### src/verilog/cca_defines.svh
// offsets, fields, reset values and timing for the coulomb accumulator
// assumes a byte-wide register port and core_clk at 100 MHz
//
// How it works
// - gain 25 divides samples by 5, gain 51 by 10.2, when scaling on
// - bypass bit at 01h: 0 scales samples, 1 accumulates raw samples
// - gain code 00 is 5, 01 and 10 are 25, 11 is 51
// - host may preset the net total with byte writes
// - enable low discards every accumulation update to all three totals
// - separate totals grow only on charging or only on discharging samples
// - charge and discharge totals sit two bits left of the net total
// - clear bits 0, 1, 2 at 02h clear net, charge, discharge totals
// - clears act regardless of enable and read back as zero
// - totals readable as four bytes from 17h, 1Bh and 1Fh
// - block-averaged current: sign plus 15-bit magnitude, per interval
// - average count codes 00..11 select 4, 16, 64, 128 samples
// - averaging interval is sample period times selected count
// - sample period set by oversampling and filter codes
// - one value per sample period updates current and the totals
// - no value until conversion latency passes after start or restart
// - converter word is 18 bits; 16-bit current is accumulated
// - configured count of low bits forced to zero before accumulation
// - masking touches only accumulation; current register stays full
// - manual offset at 0Bh is added before accumulation
// - filter field at 00h picks one of four characteristics
// - internal accumulator carries six more fractional bits than net
// - current register is a 16-bit two's complement value
// - accumulation runs only while enable bit at 00h is one
`ifndef CCA_DEFINES_SVH
`define CCA_DEFINES_SVH
`define CCA_A_CTRL0     8'h00
`define CCA_A_CTRL1     8'h01
`define CCA_A_CLR       8'h02
`define CCA_A_OFST      8'h0B
`define CCA_A_MASK      8'h0C
`define CCA_A_INST      8'h0D
`define CCA_A_AVG       8'h0F
`define CCA_A_NET       8'h17
`define CCA_A_CHG       8'h1B
`define CCA_A_DIS       8'h1F
`define CCA_B_EN        2
`define CCA_F_GAIN      4:3
`define CCA_F_FILT      6:5
`define CCA_B_BYP       0
`define CCA_F_AVG       2:1
`define CCA_F_OSR       4:3
`define CCA_B_CLR_NET   0
`define CCA_B_CLR_CHG   1
`define CCA_B_CLR_DIS   2
`define CCA_CTRL0_RST   8'h00
`define CCA_CTRL1_RST   8'h00
`define CCA_FRAC_BITS   6
`define CCA_SIDE_SHIFT  2
`define CCA_CLK_NS      10
`define CCA_QTR_NS      250000
`define CCA_PER_OSR0    {6'h20, 6'h08, 6'h04, 6'h01}
`define CCA_PER_OSR1    {6'h08, 6'h02, 6'h01, 6'h01}
`define CCA_PER_OSR2    {6'h02, 6'h01, 6'h01, 6'h01}
`define CCA_LAT_OSR0    {9'h182, 9'h062, 9'h032, 9'h00E}
`define CCA_LAT_OSR1    {9'h062, 9'h01A, 9'h00E, 9'h006}
`define CCA_LAT_OSR2    {9'h01A, 9'h00A, 9'h006, 9'h006}
`define CCA_AVG_LOG     {3'h7, 3'h6, 3'h4, 3'h2}
`define CCA_DIV5_MUL    16'h3333
`define CCA_DIV10P2_MUL 16'h1919
`define CCA_MUL_SHIFT   16
`endif

### src/verilog/cca_pkg.sv
// types shared by the coulomb accumulator files
// assumes nothing beyond the constants header
package cca_pkg;
   typedef enum logic {
      CCA_WAIT = 1'b0,
      CCA_RUN  = 1'b1
   } cca_state_t;
   typedef logic [1:0] cca_code2_t;
endpackage

### src/verilog/cca_accum_top.sv
// coulomb accumulator: timing, averaging, totals and byte registers
// assumes adc_data is the converter word, valid in sample_take cycles
`timescale 1ns/1ps
`include "cca_defines.svh"
module cca_accum_top #(
   parameter int QTR_CYC = `CCA_QTR_NS / `CCA_CLK_NS
) (
   input  wire logic               core_clk,
   input  wire logic               srst,
   input  wire logic [7:0]         reg_addr,
   input  wire logic [7:0]         reg_wdata,
   input  wire logic               reg_wr,
   input  wire logic               reg_rd,
   input  wire logic signed [17:0] adc_data,
   input  wire logic               conv_restart,
   output logic [7:0]              reg_rdata,
   output logic                    sample_take,
   output logic                    current_ready
);
   localparam int PW = $clog2(QTR_CYC + 1);
   localparam int NW = 32 + `CCA_FRAC_BITS;
   localparam int SW = NW + `CCA_SIDE_SHIFT;

   if (QTR_CYC < 2)
   begin : g_chk
      $error("QTR_CYC must be at least 2");
   end

   // configuration
   logic [7:0]        ctrl0_reg;
   logic [7:0]        ctrl0_next;
   logic [7:0]        ctrl1_reg;
   logic [7:0]        ctrl1_next;
   logic signed [7:0] ofst_reg;
   logic signed [7:0] ofst_next;
   logic [3:0]        mask_reg;
   logic [3:0]        mask_next;
   logic              wr_ctl;
   logic              wr_clr;

   assign wr_ctl = reg_wr;
   assign wr_clr = reg_wr && reg_addr == `CCA_A_CLR;

   always_comb
   begin
      ctrl0_next = ctrl0_reg;
      ctrl1_next = ctrl1_reg;
      ofst_next  = ofst_reg;
      mask_next  = mask_reg;
      if (wr_ctl)
      begin
         unique case (reg_addr)
            `CCA_A_CTRL0: ctrl0_next = reg_wdata;
            `CCA_A_CTRL1: ctrl1_next = reg_wdata;
            `CCA_A_OFST:  ofst_next  = reg_wdata;
            `CCA_A_MASK:  mask_next  = reg_wdata[3:0];
            default:      ;
         endcase
      end
   end

   always_ff @(posedge core_clk)
   begin
      if (srst)
      begin
         ctrl0_reg <= `CCA_CTRL0_RST;
         ctrl1_reg <= `CCA_CTRL1_RST;
         ofst_reg  <= 8'h00;
         mask_reg  <= 4'h0;
      end
      else
      begin
         ctrl0_reg <= ctrl0_next;
         ctrl1_reg <= ctrl1_next;
         ofst_reg  <= ofst_next;
         mask_reg  <= mask_next;
      end
   end

   logic               acc_en;
   cca_pkg::cca_code2_t filt;
   cca_pkg::cca_code2_t oversampling_ratio_select;
   cca_pkg::cca_code2_t avg_sel;
   assign acc_en  = ctrl0_reg[`CCA_B_EN];
   assign filt    = ctrl0_reg[`CCA_F_FILT];
   assign oversampling_ratio_select     = ctrl1_reg[`CCA_F_OSR];
   assign avg_sel = ctrl1_reg[`CCA_F_AVG];

   // period and latency in quarter-ms ticks
   logic [23:0] per_tab;
   logic [35:0] lat_tab;
   logic [5:0]  per_sel;
   logic [8:0]  lat_sel;

   always_comb
   begin
      unique case (oversampling_ratio_select)
         2'h1:
         begin
            per_tab = `CCA_PER_OSR1;
            lat_tab = `CCA_LAT_OSR1;
         end
         2'h2:
         begin
            per_tab = `CCA_PER_OSR2;
            lat_tab = `CCA_LAT_OSR2;
         end
         2'h0, 2'h3:
         begin
            per_tab = `CCA_PER_OSR0;
            lat_tab = `CCA_LAT_OSR0;
         end
      endcase
   end

   assign per_sel = per_tab[int'(filt) * 6 +: 6];
   assign lat_sel = lat_tab[int'(filt) * 9 +: 9];

   // sample timing
   cca_pkg::cca_state_t state_reg;
   cca_pkg::cca_state_t state_next;
   logic [PW-1:0]       pre_reg;
   logic [PW-1:0]       pre_next;
   logic [8:0]          lat_reg;
   logic [8:0]          lat_next;
   logic [5:0]          per_reg;
   logic [5:0]          per_next;
   logic                take_next;
   logic                rdy_next;
   logic                qtr;

   always_comb
   begin
      qtr        = pre_reg == PW'(QTR_CYC - 1);
      pre_next   = qtr ? '0 : pre_reg + PW'(1);
      state_next = state_reg;
      lat_next   = lat_reg;
      per_next   = per_reg;
      take_next  = 1'b0;
      rdy_next   = current_ready;
      if (conv_restart)
      begin
         state_next = cca_pkg::CCA_WAIT;
         pre_next   = '0;
         lat_next   = 9'h000;
         per_next   = 6'h00;
         rdy_next   = 1'b0;
      end
      else if (qtr)
      begin
         unique case (state_reg)
            cca_pkg::CCA_WAIT:
            begin
               if (lat_reg >= lat_sel - 9'h001)
               begin
                  state_next = cca_pkg::CCA_RUN;
                  take_next  = 1'b1;
                  rdy_next   = 1'b1;
               end
               else
               begin
                  lat_next = lat_reg + 9'h001;
               end
            end
            cca_pkg::CCA_RUN:
            begin
               if (per_reg >= per_sel - 6'h01)
               begin
                  take_next = 1'b1;
                  per_next  = 6'h00;
               end
               else
               begin
                  per_next = per_reg + 6'h01;
               end
            end
         endcase
      end
   end

   always_ff @(posedge core_clk)
   begin
      if (srst)
      begin
         state_reg     <= cca_pkg::CCA_WAIT;
         pre_reg       <= '0;
         lat_reg       <= 9'h000;
         per_reg       <= 6'h00;
         sample_take   <= 1'b0;
         current_ready <= 1'b0;
      end
      else
      begin
         state_reg     <= state_next;
         pre_reg       <= pre_next;
         lat_reg       <= lat_next;
         per_reg       <= per_next;
         sample_take   <= take_next;
         current_ready <= rdy_next;
      end
   end

   // instantaneous current and block average
   logic signed [15:0] code;
   logic signed [15:0] inst_reg;
   logic signed [15:0] inst_next;
   logic signed [23:0] sum_reg;
   logic signed [23:0] sum_next;
   logic signed [23:0] tot;
   logic signed [23:0] avg_full;
   logic [6:0]         avg_cnt_reg;
   logic [6:0]         avg_cnt_next;
   logic [6:0]         cnt_max;
   logic [2:0]         avg_log;
   logic [15:0]        avg_reg;
   logic [15:0]        avg_next;
   logic [11:0]        log_tab;

   assign code    = adc_data[17:2];
   assign log_tab = `CCA_AVG_LOG;
   assign avg_log = log_tab[int'(avg_sel) * 3 +: 3];
   assign cnt_max = 7'((8'h01 << avg_log) - 8'h01);

   always_comb
   begin
      inst_next    = inst_reg;
      sum_next     = sum_reg;
      avg_cnt_next = avg_cnt_reg;
      avg_next     = avg_reg;
      tot          = sum_reg + 24'(code);
      avg_full     = tot >>> avg_log;
      if (sample_take)
      begin
         inst_next = code;
         if (avg_cnt_reg >= cnt_max)
         begin
            sum_next     = 24'h000000;
            avg_cnt_next = 7'h00;
            avg_next     = {avg_full[23], avg_full[23]
                            ? 15'(-avg_full) : avg_full[14:0]};
         end
         else
         begin
            sum_next     = tot;
            avg_cnt_next = avg_cnt_reg + 7'h01;
         end
      end
   end

   always_ff @(posedge core_clk)
   begin
      if (srst)
      begin
         inst_reg    <= 16'h0000;
         sum_reg     <= 24'h000000;
         avg_cnt_reg <= 7'h00;
         avg_reg     <= 16'h0000;
      end
      else
      begin
         inst_reg    <= inst_next;
         sum_reg     <= sum_next;
         avg_cnt_reg <= avg_cnt_next;
         avg_reg     <= avg_next;
      end
   end

   // conditioned sample, one cycle behind sample_take
   logic               acc_vld;
   logic signed [23:0] acc_val;

   cca_scaler u_scaler (
      .core_clk (core_clk),
      .srst     (srst),
      .in_vld   (sample_take),
      .code     (code),
      .offset   (ofst_reg),
      .mask_w   (mask_reg),
      .period   (per_sel),
      .gain     (ctrl0_reg[`CCA_F_GAIN]),
      .bypass   (ctrl1_reg[`CCA_B_BYP]),
      .out_vld  (acc_vld),
      .out_val  (acc_val)
   );

   // totals; internal units carry extra fraction below the visible bytes
   logic [NW-1:0] net_reg;
   logic [NW-1:0] net_next;
   logic [SW-1:0] chg_reg;
   logic [SW-1:0] chg_next;
   logic [SW-1:0] dis_reg;
   logic [SW-1:0] dis_next;
   logic [23:0]   mag;
   logic [7:0]    net_off;
   logic [7:0]    chg_off;
   logic [7:0]    dis_off;
   logic          add;
   logic [31:0]   net_vis;
   logic [31:0]   chg_vis;
   logic [31:0]   dis_vis;

   assign net_off = reg_addr - `CCA_A_NET;
   assign chg_off = reg_addr - `CCA_A_CHG;
   assign dis_off = reg_addr - `CCA_A_DIS;
   assign add     = acc_vld && acc_en;
   assign mag     = acc_val[23] ? 24'(-acc_val) : acc_val;
   assign net_vis = net_reg[`CCA_FRAC_BITS +: 32];
   assign chg_vis = chg_reg[`CCA_FRAC_BITS + `CCA_SIDE_SHIFT +: 32];
   assign dis_vis = dis_reg[`CCA_FRAC_BITS + `CCA_SIDE_SHIFT +: 32];

   always_comb
   begin
      net_next = net_reg;
      chg_next = chg_reg;
      dis_next = dis_reg;
      if (add)
      begin
         net_next = net_reg + NW'(acc_val);
         if (acc_val[23])
         begin
            dis_next = dis_reg + SW'(mag);
         end
         else
         begin
            chg_next = chg_reg + SW'(mag);
         end
      end
      // preset is meant for a stopped total; a write still wins
      if (reg_wr && net_off < 8'h04)
      begin
         net_next[`CCA_FRAC_BITS + 8 * int'(net_off[1:0]) +: 8] = reg_wdata;
      end
      if (wr_clr && reg_wdata[`CCA_B_CLR_NET])
      begin
         net_next = '0;
      end
      if (wr_clr && reg_wdata[`CCA_B_CLR_CHG])
      begin
         chg_next = '0;
      end
      if (wr_clr && reg_wdata[`CCA_B_CLR_DIS])
      begin
         dis_next = '0;
      end
   end

   always_ff @(posedge core_clk)
   begin
      if (srst)
      begin
         net_reg <= '0;
         chg_reg <= '0;
         dis_reg <= '0;
      end
      else
      begin
         net_reg <= net_next;
         chg_reg <= chg_next;
         dis_reg <= dis_next;
      end
   end

   // byte reads; multi-byte values are not snapshotted between bytes
   logic [7:0] rd_next;

   always_comb
   begin
      rd_next = reg_rdata;
      if (reg_rd)
      begin
         rd_next = 8'h00;
         if (net_off < 8'h04)
            rd_next = 8'(net_vis >> {net_off[1:0], 3'h0});
         else if (chg_off < 8'h04)
            rd_next = 8'(chg_vis >> {chg_off[1:0], 3'h0});
         else if (dis_off < 8'h04)
            rd_next = 8'(dis_vis >> {dis_off[1:0], 3'h0});
         else if (reg_addr == `CCA_A_CTRL0)
            rd_next = ctrl0_reg;
         else if (reg_addr == `CCA_A_CTRL1)
            rd_next = ctrl1_reg;
         else if (reg_addr == `CCA_A_OFST)
            rd_next = ofst_reg;
         else if (reg_addr == `CCA_A_MASK)
            rd_next = {4'h0, mask_reg};
         else if (reg_addr == `CCA_A_INST)
            rd_next = inst_reg[7:0];
         else if (reg_addr == `CCA_A_INST + 8'h01)
            rd_next = inst_reg[15:8];
         else if (reg_addr == `CCA_A_AVG)
            rd_next = avg_reg[7:0];
         else if (reg_addr == `CCA_A_AVG + 8'h01)
            rd_next = avg_reg[15:8];
      end
   end

   always_ff @(posedge core_clk)
   begin
      if (srst)
         reg_rdata <= 8'h00;
      else
         reg_rdata <= rd_next;
   end
endmodule

### src/verilog/cca_scaler.sv
// sample conditioning: offset, low-bit mask, period weight, gain scaling
// assumes in_vld is a one-cycle pulse with its inputs steady that cycle
`timescale 1ns/1ps
`include "cca_defines.svh"
module cca_scaler (
   input  wire logic               core_clk,
   input  wire logic               srst,
   input  wire logic               in_vld,
   input  wire logic signed [15:0] code,
   input  wire logic signed [7:0]  offset,
   input  wire logic [3:0]         mask_w,
   input  wire logic [5:0]         period,
   input  cca_pkg::cca_code2_t     gain,
   input  wire logic               bypass,
   output logic                    out_vld,
   output logic signed [23:0]      out_val
);
   logic signed [16:0] shifted;
   logic signed [16:0] lowmask;
   logic signed [16:0] masked;
   logic signed [23:0] timed;
   logic signed [40:0] prod;
   logic signed [16:0] mul;
   logic signed [23:0] val_next;
   logic signed [23:0] timed_reg;

   always_comb
   begin
      shifted = 17'(code) + 17'(offset);
      lowmask = 17'((17'h00001 << mask_w) - 17'h00001);
      masked  = shifted & ~lowmask;
      // weight by period so totals stay in quarter-ms units
      timed = 24'(masked) * 24'($signed({1'b0, period}));
      mul = $signed({1'b0, (gain == 2'h3) ? `CCA_DIV10P2_MUL
                                           : `CCA_DIV5_MUL});
      prod = 41'(timed) * 41'(mul);
      val_next = timed;
      if (!bypass && gain != 2'h0)
      begin
         val_next = 24'(prod >>> `CCA_MUL_SHIFT);
      end
   end

   always_ff @(posedge core_clk)
   begin
      if (srst)
      begin
         out_vld   <= 1'b0;
         out_val   <= 24'h000000;
         timed_reg <= 24'h000000;
      end
      else
      begin
         out_vld   <= in_vld;
         out_val   <= val_next;
         timed_reg <= timed;
      end
   end
endmodule
### config.mk
export PLATFORM = sky130hd
export DESIGN_NAME = cca_accum_top
export DESIGN_NICKNAME = d
export VERILOG_FILES = /design/src/verilog/cca_pkg.sv /design/src/verilog/cca_accum_top.sv /design/src/verilog/cca_scaler.sv
export VERILOG_INCLUDE_DIRS = /design/src /design/src/verilog
export SDC_FILE = /design/constraint.sdc
export NUM_CORES = 1
export LEC_CHECK = 0
export BUFFER_PORTS_ARGS = -buffer_cell sky130_fd_sc_hd__buf_2
export CORE_ASPECT_RATIO = 1.75
export CORE_MARGIN = 2
export CORE_UTILIZATION = 55
export DETAILED_ROUTE_END_ITERATION = 10
export PLACE_DENSITY_LB_ADDON = 0.15
export SLEW_MARGIN = 10
export SYNTH_ARGS = -nofsm -noshare
export SYNTH_HDL_FRONTEND = slang
export SYNTH_SLANG_ARGS = --single-unit
export TNS_END_PERCENT = 10
### constraint.sdc
create_clock -name core_clk -period 42.3 [get_ports core_clk]
set_input_delay 6.345 -clock core_clk [delete_from_list [all_inputs] [get_ports core_clk]]
set_output_delay 6.345 -clock core_clk [all_outputs]
set_load 0.02 [all_outputs]
# Word level (Yosys, flattened, before mapping)
# Cells that the tools add are included.
dict set report op_classes {
  n_shift 11
  multipliers 5
  addsub 20
  n_eq_ne 13
  n_bitwise 6
  magnitude_cmp 6
  muxes 27
  reduce_logical 28
}
# op count
set ops {}
lappend ops {{case mux 36 bit (3 select lines)} 1}
lappend ops {{right shift 32 x 5 -> 8 bit} 3}
lappend ops {{2-to-1 mux 8 bit} 11}
lappend ops {{adder 40 x 24 -> 40 bit} 2}
lappend ops {{2-to-1 mux 38 bit} 2}
lappend ops {{2-to-1 mux 24 bit} 3}
lappend ops {{case mux 24 bit (3 select lines)} 1}
lappend ops {{== test 8 x 4 -> 1 bit (second input constant)} 5}
lappend ops {{multiplier 24 x 15 -> 39 bit} 1}
lappend ops {{adder 38 bit} 1}
lappend ops {{bitwise mux 38 bit} 1}
lappend ops {{variable shift 8 x 33 -> 38 bit (first input constant)} 1}
lappend ops {{variable part select 8 x 33 -> 38 bit} 1}
lappend ops {{variable part select 36 x 7 -> 9 bit} 1}
lappend ops {{negation 6 -> 33 bit} 1}
lappend ops {{adder 24 x 16 -> 24 bit} 1}
lappend ops {{less-than comparator 8 x 3 -> 1 bit (second input constant)} 3}
lappend ops {{multiplier 17 x 7 -> 24 bit} 1}
lappend ops {{negation 24 bit} 1}
lappend ops {{variable part select 24 x 6 -> 6 bit} 1}
lappend ops {{>>> shifter 24 x 3 -> 24 bit} 1}
lappend ops {{subtractor 8 x 5 -> 8 bit (second input constant)} 3}
lappend ops {{adder 16 x 8 -> 17 bit} 1}
lappend ops {{bitwise AND 17 bit} 1}
lappend ops {{other kinds (41)} 68}
dict set report totals {
  output_inout_bits 10
  elab_cells 136
  register_bits 275
  input_bits 39
}

# Longest topological paths before layout
# Gate-level depths: netlist of run 1.
dict set report depth {
  ltp_word 12
  ltp_mapped 51
  mapped_depth_nobuf 51
}

# Cells and area by module
# Synthesis of run 1 repeated with hierarchy kept, for this count alone.
dict set report hier_totals {
  hier_cells 3874
  area_unflattened_um2 31886.8
}
# mod instances area_per_inst_um2 seq_area_each_um2 cells_each
set modules_own_cells {}
lappend modules_own_cells {cca_accum_top 1 17981.0 5004.8 2277}
lappend modules_own_cells {cca_scaler 1 13905.8 500.5 1597}

# Worst setup path before layout of run 1
# No wires, ideal clock.
dict set report synth_timing {
  path_type {input to register}
  start {in adc_data[3]}
  end {reg u_scaler.out_val[16]}
  slack_ns 23.914
  t_arrival_ns 18.315
  required_ns 42.230
  cell_stages 49
  n_path_buf 0
  cell_sequence {ha_1 a21o_1 a21oi_1 o21bai_1 a21oi_1 o21bai_1 a211o_1 a2111o_1 a2111oi_0 nor3b_1 or2_2 fa_1 inv_1 ha_1 fa_1 inv_1 fa_1 inv_1 [... 13 more ...] inv_1 fa_1 fa_1 fa_1 inv_1 fa_1 inv_1 ha_1 o41ai_1 a21oi_1 a21oi_1 inv_1 o41ai_1 o21bai_1 a21oi_1 xnor2_1 nand2_1 a21oi_1}
}
dict set report synth_via {
  elab_chain_len 5
}
# item line
set synth_rtl {}
lappend synth_rtl {{start: declaration} cca_accum_top.sv:14} ;# input wire logic signed [17:0] adc_data,
lappend synth_rtl {{adder 16 x 8 -> 17 bit *} cca_scaler.sv:29} ;# shifted = 17'(code) + 17'(offset);
lappend synth_rtl {{bitwise AND 17 bit *} cca_scaler.sv:31} ;# masked = shifted & ~lowmask;
lappend synth_rtl {{multiplier 17 x 7 -> 24 bit *} cca_scaler.sv:33} ;# timed = 24'(masked) * 24'($signed({1'b0, period}));
lappend synth_rtl {{multiplier 24 x 15 -> 39 bit} cca_scaler.sv:36} ;# prod = 41'(timed) * 41'(mul);
lappend synth_rtl {{2-to-1 mux 24 bit *} cca_scaler.sv:38} ;# if (!bypass && gain != 2'h0)
lappend synth_rtl {{end signal: assignment} cca_scaler.sv:55} ;# out_val <= val_next;
lappend synth_rtl {{end: declaration} cca_scaler.sv:16} ;# output logic signed [23:0] out_val
# Mark *: on every way between the ends. The rest lies on a longest branch, timed or not.
# A chain may end at the register's enable or synchronous reset.

# Final worst setup path of run 1
dict set report layout_timing {
  start {in adc_data[3]}
  end {reg u_scaler.out_val[22]}
}
# Same word-level chain as after synthesis.

==> results.yml, run 1 <==
setup_path:
  crit_type: "primary input to flop"
  r2r_cells: 50
  cp-end-kind: "flop"
  slowest_delay_ns: 0.57
  r2r_end: "u_scaler.out_val[22]"
  path_delay_family: "adder cells"
  start_kind: "primary input"
  crit_buf_inv: 11
  r2r-start: "ofst_reg[1]"
  worst-path-max-fanout: 14
  reg2reg_slack_ns: 28.52
  cp.required_ns: 42.85
  crit_arrival_ns: 19.88
  cp_slowest_cell: "fa_1"
timing:
  min_period_ns: 19.33
  fmaxAchievable_ghz: 0.05172
  finalSetupTns_ns: 0
  finalCritPeriodShare_pct: 45.70
  setup_viol: 0
  hold_viol: 0
  final.setup_skew_ns: 0.03985
  slew-limit-headroom_pct: 22.32
  slew_viol_final: 0
  tightestPinTransition_ns: 1.162
  rsz0062_at_grt: "no"
die:
  dieHeight_um: 319.7
  die_x_um: 184.4
  initial_core_util_pct: 55.68
  die_area_mm2: 0.05896
  core_area_mm2: 0.05626
  ios: 49
  rows: 115
synthesis:
  synth_edf_count: 0
  synth_top_area_share_pct: 17.57
  synthCells: 3839
  netlist-cell-type-count: 89
  synth_area_leaders: "dfxtp_1, fa_1, ha_1"
  syn_area_per_cell_um2: 8.160
  synthTopCellsByCount: "inv_1, nand2_1, nor2_1, ha_1, a21oi_1"
  post-synth-top-count-cell: "inv_1"
  yosys_most_used_dff: "dfxtp_1"
  yosys.area.top_type: "dfxtp_1"
  syn_area_mm2: 0.03133
  synthArstFlopShare_pct: 0
  yosysWarnings: 0
  ys_seq_elements: 275
  synth-seq-area-share_pct: 17.57
pwr:
  p_sw_share_pct: 45.67
  power_leakage_nw: 15.27
  p_int_mw: 0.8667
  p_comb_share_pct: 65.5
  p_clk_share_pct: 17.9
  ir_worst_vdd_uv: 93.88
  total_power_mw: 1.595
  p_switching_mw: 0.7286
  power_density_mw_per_mm2: 47.74
  p_seq_share_pct: 16.6
hold_path:
  whs_endpoint: "current_ready"
  min_path_type: "flop to flop"
  hp-start: "current_ready"
  min_delay_path_depth: 2
placed_design:
  portBuffers: 46
  placed_area_mm2: 0.03237
  dp_hpwl_um: 72660
  gp_congestion: 0.9802
routing:
  ant_nets: 0
  vias: 27470
  drtPass1Iterations: 8
  drt_iter0_markers: 1625
  viasPerCell: 5.941
  drc: 0
  wl_per_cell_um: 19.52
  routed_wl_um: 90260
global_routing:
  grt_util_all_layers_pct: 31.26
  grt_pass1_wl_um: 145500
  grt_max_degree: 67
  grt_pass1_vias: 27880
  grt.overflow.total: 0
  antenna_found_initial: 2
finish:
  final_area_mm2: 0.03342
  drive_gt1_share_pct: 6.006
  fill_cells: 5253
  antenna_cells: 0
  syn2layout_area_growth_pct: 6.674
  nets: 4455
clock_network:
  root_buffer: "clkbuf_16"
  clock-sinks: 275
  cts_buffer_depth: 3
  hold_buffers: 0
  clock_latency_ns: 0.64
  post_cts_resized: 0
  numCtsBuffers: 30
  cts_setup_buffers: 0
  cts_tree: "built"
  htreeDepth: 1
  path_clk_slew_ns: 0.06
run:
  maxCapViolations: 0
status:
  status: "complete, no violations"
tightest hold or removal path, delay by kind of cell (launching register included):
kind	cells	cell delay [ns]
buffers and inverters	1	0.05
AO/OA/AOI/OAI	1	0.05
flip-flops	1	0.31
how the worst max path moves through the flow:
stage                      from              endpoint  slack, ns  cells past startpoint
finish              adc_data[3]  u_scaler.out_val[22]      22.97                     51
global route        adc_data[3]  u_scaler.out_val[22]      22.12                     51
CTS                 adc_data[3]  u_scaler.out_val[22]      23.00                     51
detailed placement  adc_data[3]  u_scaler.out_val[22]      22.36                     51
global placement    adc_data[3]  u_scaler.out_val[22]      22.60                     51
floorplan           adc_data[3]  u_scaler.out_val[16]      23.91                     49
layout by cell type, fill, tap and decap left out, types with 86 or more instances in the layout:
cell type	n
a21oi_1	296
dfxtp_1	273
fa_1	257
ha_1	319
inv_1	478
nand2_1	363
nand3_1	143
nor2_1	334
o21ai_0	120
xnor2_1	120
xor2_1	86
power by group through the flow:
stage	sequential, mW	combinational, mW	clock (mW)
after floorplan	0.269	0.798	0
after global placement	0.271	1.01	0
after detailed placement	0.271	1.03	0
after CTS	0.265	1.04	0.293
after global routing	0.265	1.18	0.301
final	0.265	1.04	0.286
kinds of logic (layout without fill, tap and decap cells):
family	after synthesis	after routing	synth area share [%]
compound gates	862	862	18.04
xor+xnor	207	207	5.831
fa+ha+maj	576	576	29.16
buf+inv	618	619	7.437
flops	275	275	17.57
mux	79	79	3.659
other cells	1	24	0.01197
simple gates	1221	1221	18.28
layer usage:
metal | routed length, µm | vias up | track usage [%] | part of all wire [%]
li1 | - | 13230 | - | -
met5 | 12 | - | 0 | 0.013
met1 | 32790 | 13120 | 33.03 | 36
met3 | 3972 | 346 | 3.587 | 4.4
met4 | 6758 | 2 | 19.96 | 7.5
met2 | 46720 | 766 | 57.91 | 52
per-stage QoR:
step / std cells / hold slack [ns] / setup slack [ns] / utilization (%)
2_1_floorplan: 3862 / 0.4261 / 23.91 / -
3_3_place_gp: 4568 / 0.4324 / 22.60 / 57.53
3_5_place_dp: 4568 / 0.4408 / 22.36 / 57.53
4_1_cts: 4623 / 0.4494 / 23.00 / 59.40
5_1_grt: 4623 / 0.4694 / 22.12 / 59.40
6_report: 4623 / 0.4435 / 22.97 / 59.40
cell type report:
type                       count  area (µm²)  share of cell area [%]
clock buffer                  41       832.0                   2.490
clock inverter                14       216.5                  0.6477
inverter                     479        1798                   5.380
multi-input combinational   2969       23590                   70.58
sequential                   275        5508                   16.48
tap                          760       950.9                   2.846
timing repair buffer          85       525.5                   1.573
Note: power is estimated with default switching activity, not from simulation.
==> run 2, diff against run 1 <==
--- a/config.mk
+++ b/config.mk
@@ -6,6 +6,7 @@
 export SDC_FILE = /design/constraint.sdc
 export NUM_CORES = 1
 export LEC_CHECK = 0
+export ABC_AREA = 1
 export BUFFER_PORTS_ARGS = -buffer_cell sky130_fd_sc_hd__buf_2
 export CORE_ASPECT_RATIO = 1.75
 export CORE_MARGIN = 2
==> constraint.sdc (replaced) <==
create_clock -name core_clk -period 19.1 [get_ports core_clk]
set_input_delay 2.865 -clock core_clk [delete_from_list [all_inputs] [get_ports core_clk]]
set_output_delay 2.865 -clock core_clk [all_outputs]
set_load 0.02 [all_outputs]
==> run 2 against run 1 <==
  * Total power grew to 2.6 times the previous value
  * Global-route usage is 2.3 points higher
  * Setup slack worse by 19 ns
  * Critical endpoint unchanged
  * Cell count is 24% higher
  * Worst hold slack better by 0.0057 ns
  * Non-clock buffer count is 12 lower
  * Area after synthesis is 5.8% higher
  * First-iteration DRC count is 17% higher
  * Design area is 5.8% higher
  * Register-to-register slack worse by 23 ns
  * Clock power is 130% higher
  * Via count is 17% higher
==> results.yml, run 2 <==
status:
  status: "complete, no violations"
finish:
  area.sequential_mm2: 0.005505
  nets: 5529
  final_cell_mix: "inv_1, nand2_1, a21oi_1"
  final_common_cell: "inv_1"
  fill_cells: 6026
  drive_gt1_share_pct: 5.023
  final_area_mm2: 0.03534
  multi_input_area_mm2: 0.02379
  syn2layout_area_growth_pct: 6.589
die:
  die_x_um: 189.6
  die_area_mm2: 0.06234
  ios: 49
  core_area_mm2: 0.05985
  initial_core_util_pct: 55.39
  rows: 119
  dieHeight_um: 328.8
timing:
  min_period_ns: 14.96
  tightestPinTransition_ns: 1.129
  hold_viol: 0
  slew_viol_final: 0
  fmaxAchievable_ghz: 0.06686
  finalSetupTns_ns: 0
  finalCritPeriodShare_pct: 78.30
  setup_viol: 0
  slew-limit-headroom_pct: 24.13
  rsz0062_at_grt: "no"
  final.setup_skew_ns: 0.04067
routing:
  ant_nets: 0
  routed_wl_um: 104400
  drc: 0
  drtPass1Iterations: 5
  viasPerCell: 5.615
  vias: 32150
  drt_iter0_markers: 1908
  wl_per_cell_um: 18.23
clock_network:
  path_clk_slew_ns: 0.07
  cts_buffer_depth: 3
  numCtsBuffers: 30
  clock_latency_ns: 0.63
  htreeDepth: 1
  hold_buffers: 0
  cts_tree: "built"
  root_buffer: "clkbuf_16"
  clock-sinks: 275
  post_cts_resized: 0
  cts_setup_buffers: 0
setup_path:
  start_kind: "primary input"
  crit_type: "primary input to flop"
  cp.required_ns: 19.58
  crit_start: "adc_data[6]"
  r2r-start: "ofst_reg[7]"
  worst-path-max-fanout: 17
  cp_slowest_cell: "nand2_1"
  slowest_delay_ns: 0.86
  cp-end-kind: "flop"
  crit_arrival_ns: 15.43
synthesis:
  yosys.area.top_type: "dfxtp_1"
  synthCells: 4892
  synth-seq-area-share_pct: 16.61
  post-synth-top-count-cell: "inv_1"
  ys_seq_elements: 275
  syn_area_mm2: 0.03315
  yosysWarnings: 0
  synth_area_leaders: "dfxtp_1, fa_1, ha_1"
  synthTopCellsByCount: "inv_1, nand2_1, a21oi_1, nor2_1, o21ai_0"
  synthArstFlopShare_pct: 0
  netlist-cell-type-count: 69
  synth_edf_count: 0
  yosys_most_used_dff: "dfxtp_1"
  syn_area_per_cell_um2: 6.777
  synth_top_area_share_pct: 16.61
pwr:
  p_seq_share_pct: 14.1
  p_int_mw: 1.985
  power_leakage_nw: 17.69
  p_comb_share_pct: 70.2
  p_sw_share_pct: 52.29
  p_switching_mw: 2.176
  ir_worst_vdd_uv: 179.5
  p_clk_share_pct: 15.7
  power_density_mw_per_mm2: 117.7
global_routing:
  antenna_found_initial: 1
  grt.overflow.total: 0
  grt_pass1_vias: 31560
  grt_max_degree: 70
  grt_pass1_wl_um: 163900
  grt_util_all_layers_pct: 33.54
placed_design:
  gp_congestion: 0.9877
  portBuffers: 46
  placed_area_mm2: 0.03425
  dp_hpwl_um: 85190
run:
  maxCapViolations: 0
hold_path:
  hp-start: "pre_reg[0]"
  min_path_type: "flop to flop"
==> run 2: logic make-up (layout without fill, tap and decap cells) <==
group / count (synthesis) / in the layout / share of synthesized area (%)
simple gates: 1861 / 1861 / 23.85
buf+inv: 1046 / 1068 / 11.96
compound gates: 1016 / 1016 / 16.88
fa+ha+maj: 576 / 576 / 27.56
flops: 275 / 275 / 16.61
xor+xnor: 116 / 116 / 3.110
other cells: 1 / 26 / 0.01131
mux: 1 / 1 / 0.03019
==> run 2: final timing paths <==
kind	end	slack [ns]	cells past startpoint
worst min-delay path	pre_reg[0]	0.45	1
worst min register to register	pre_reg[0]	0.45	1
worst max-delay path	u_scaler.out_val[22]	4.14	56
worst max register to register	u_scaler.out_val[22]	6.00	55
==> run 2: cell type report <==
| type | count | area share, % |
|---|---|---|
| clock buffers | 42 | 2.450 |
| well taps | 786 | 2.783 |
| repair buffers | 73 | 1.253 |
| flip-flops and latches | 275 | 15.58 |
| inverters | 940 | 9.995 |
| clock inverters | 13 | 0.6161 |
| diodes | 2 | 0.01416 |
| multi-input cells | 3594 | 67.31 |
==> run 2: metal layers <==
metal / part of all wire (%) / global-route usage (%)
met5: 0 / 0
met4: 9.0 / 25.73
met1: 36 / 34.99
met3: 4.7 / 3.851
met2: 51 / 61.09
==> run 2: power groups by stage <==
stage               Sequential, mW  Clock [mW]  Combinational (mW)
floorplan                    0.595           0                2.08
detailed placement           0.598           0                2.89
global placement             0.598           0                2.85
CTS                          0.585       0.662                2.91
global route                 0.585       0.678                3.28
finish                       0.586       0.654                2.92
==> run 2: worst max-delay path: cells and delay by family <==
family,cells,cell delay (ns)
AO/OA/AOI/OAI,9,1.94
XOR/XNOR,6,1.22
adder cells (fa/ha/maj),12,5.49
buffers and inverters,12,1.40
AND/OR/NAND/NOR,17,2.53
==> run 2: through the flow <==
step	utilization, %	hold WS [ns]	instances	total power [mW]	setup WS [ns]
floorplan	-	0.4179	4915	2.671	5.567
global placement	57.21	0.4350	5667	3.446	3.582
detailed placement	57.21	0.4424	5667	3.489	3.428
CTS	59.02	0.4568	5722	4.154	3.995
global route	59.03	0.4811	5723	4.545	2.971
finish	59.04	0.4491	5725	4.161	4.144
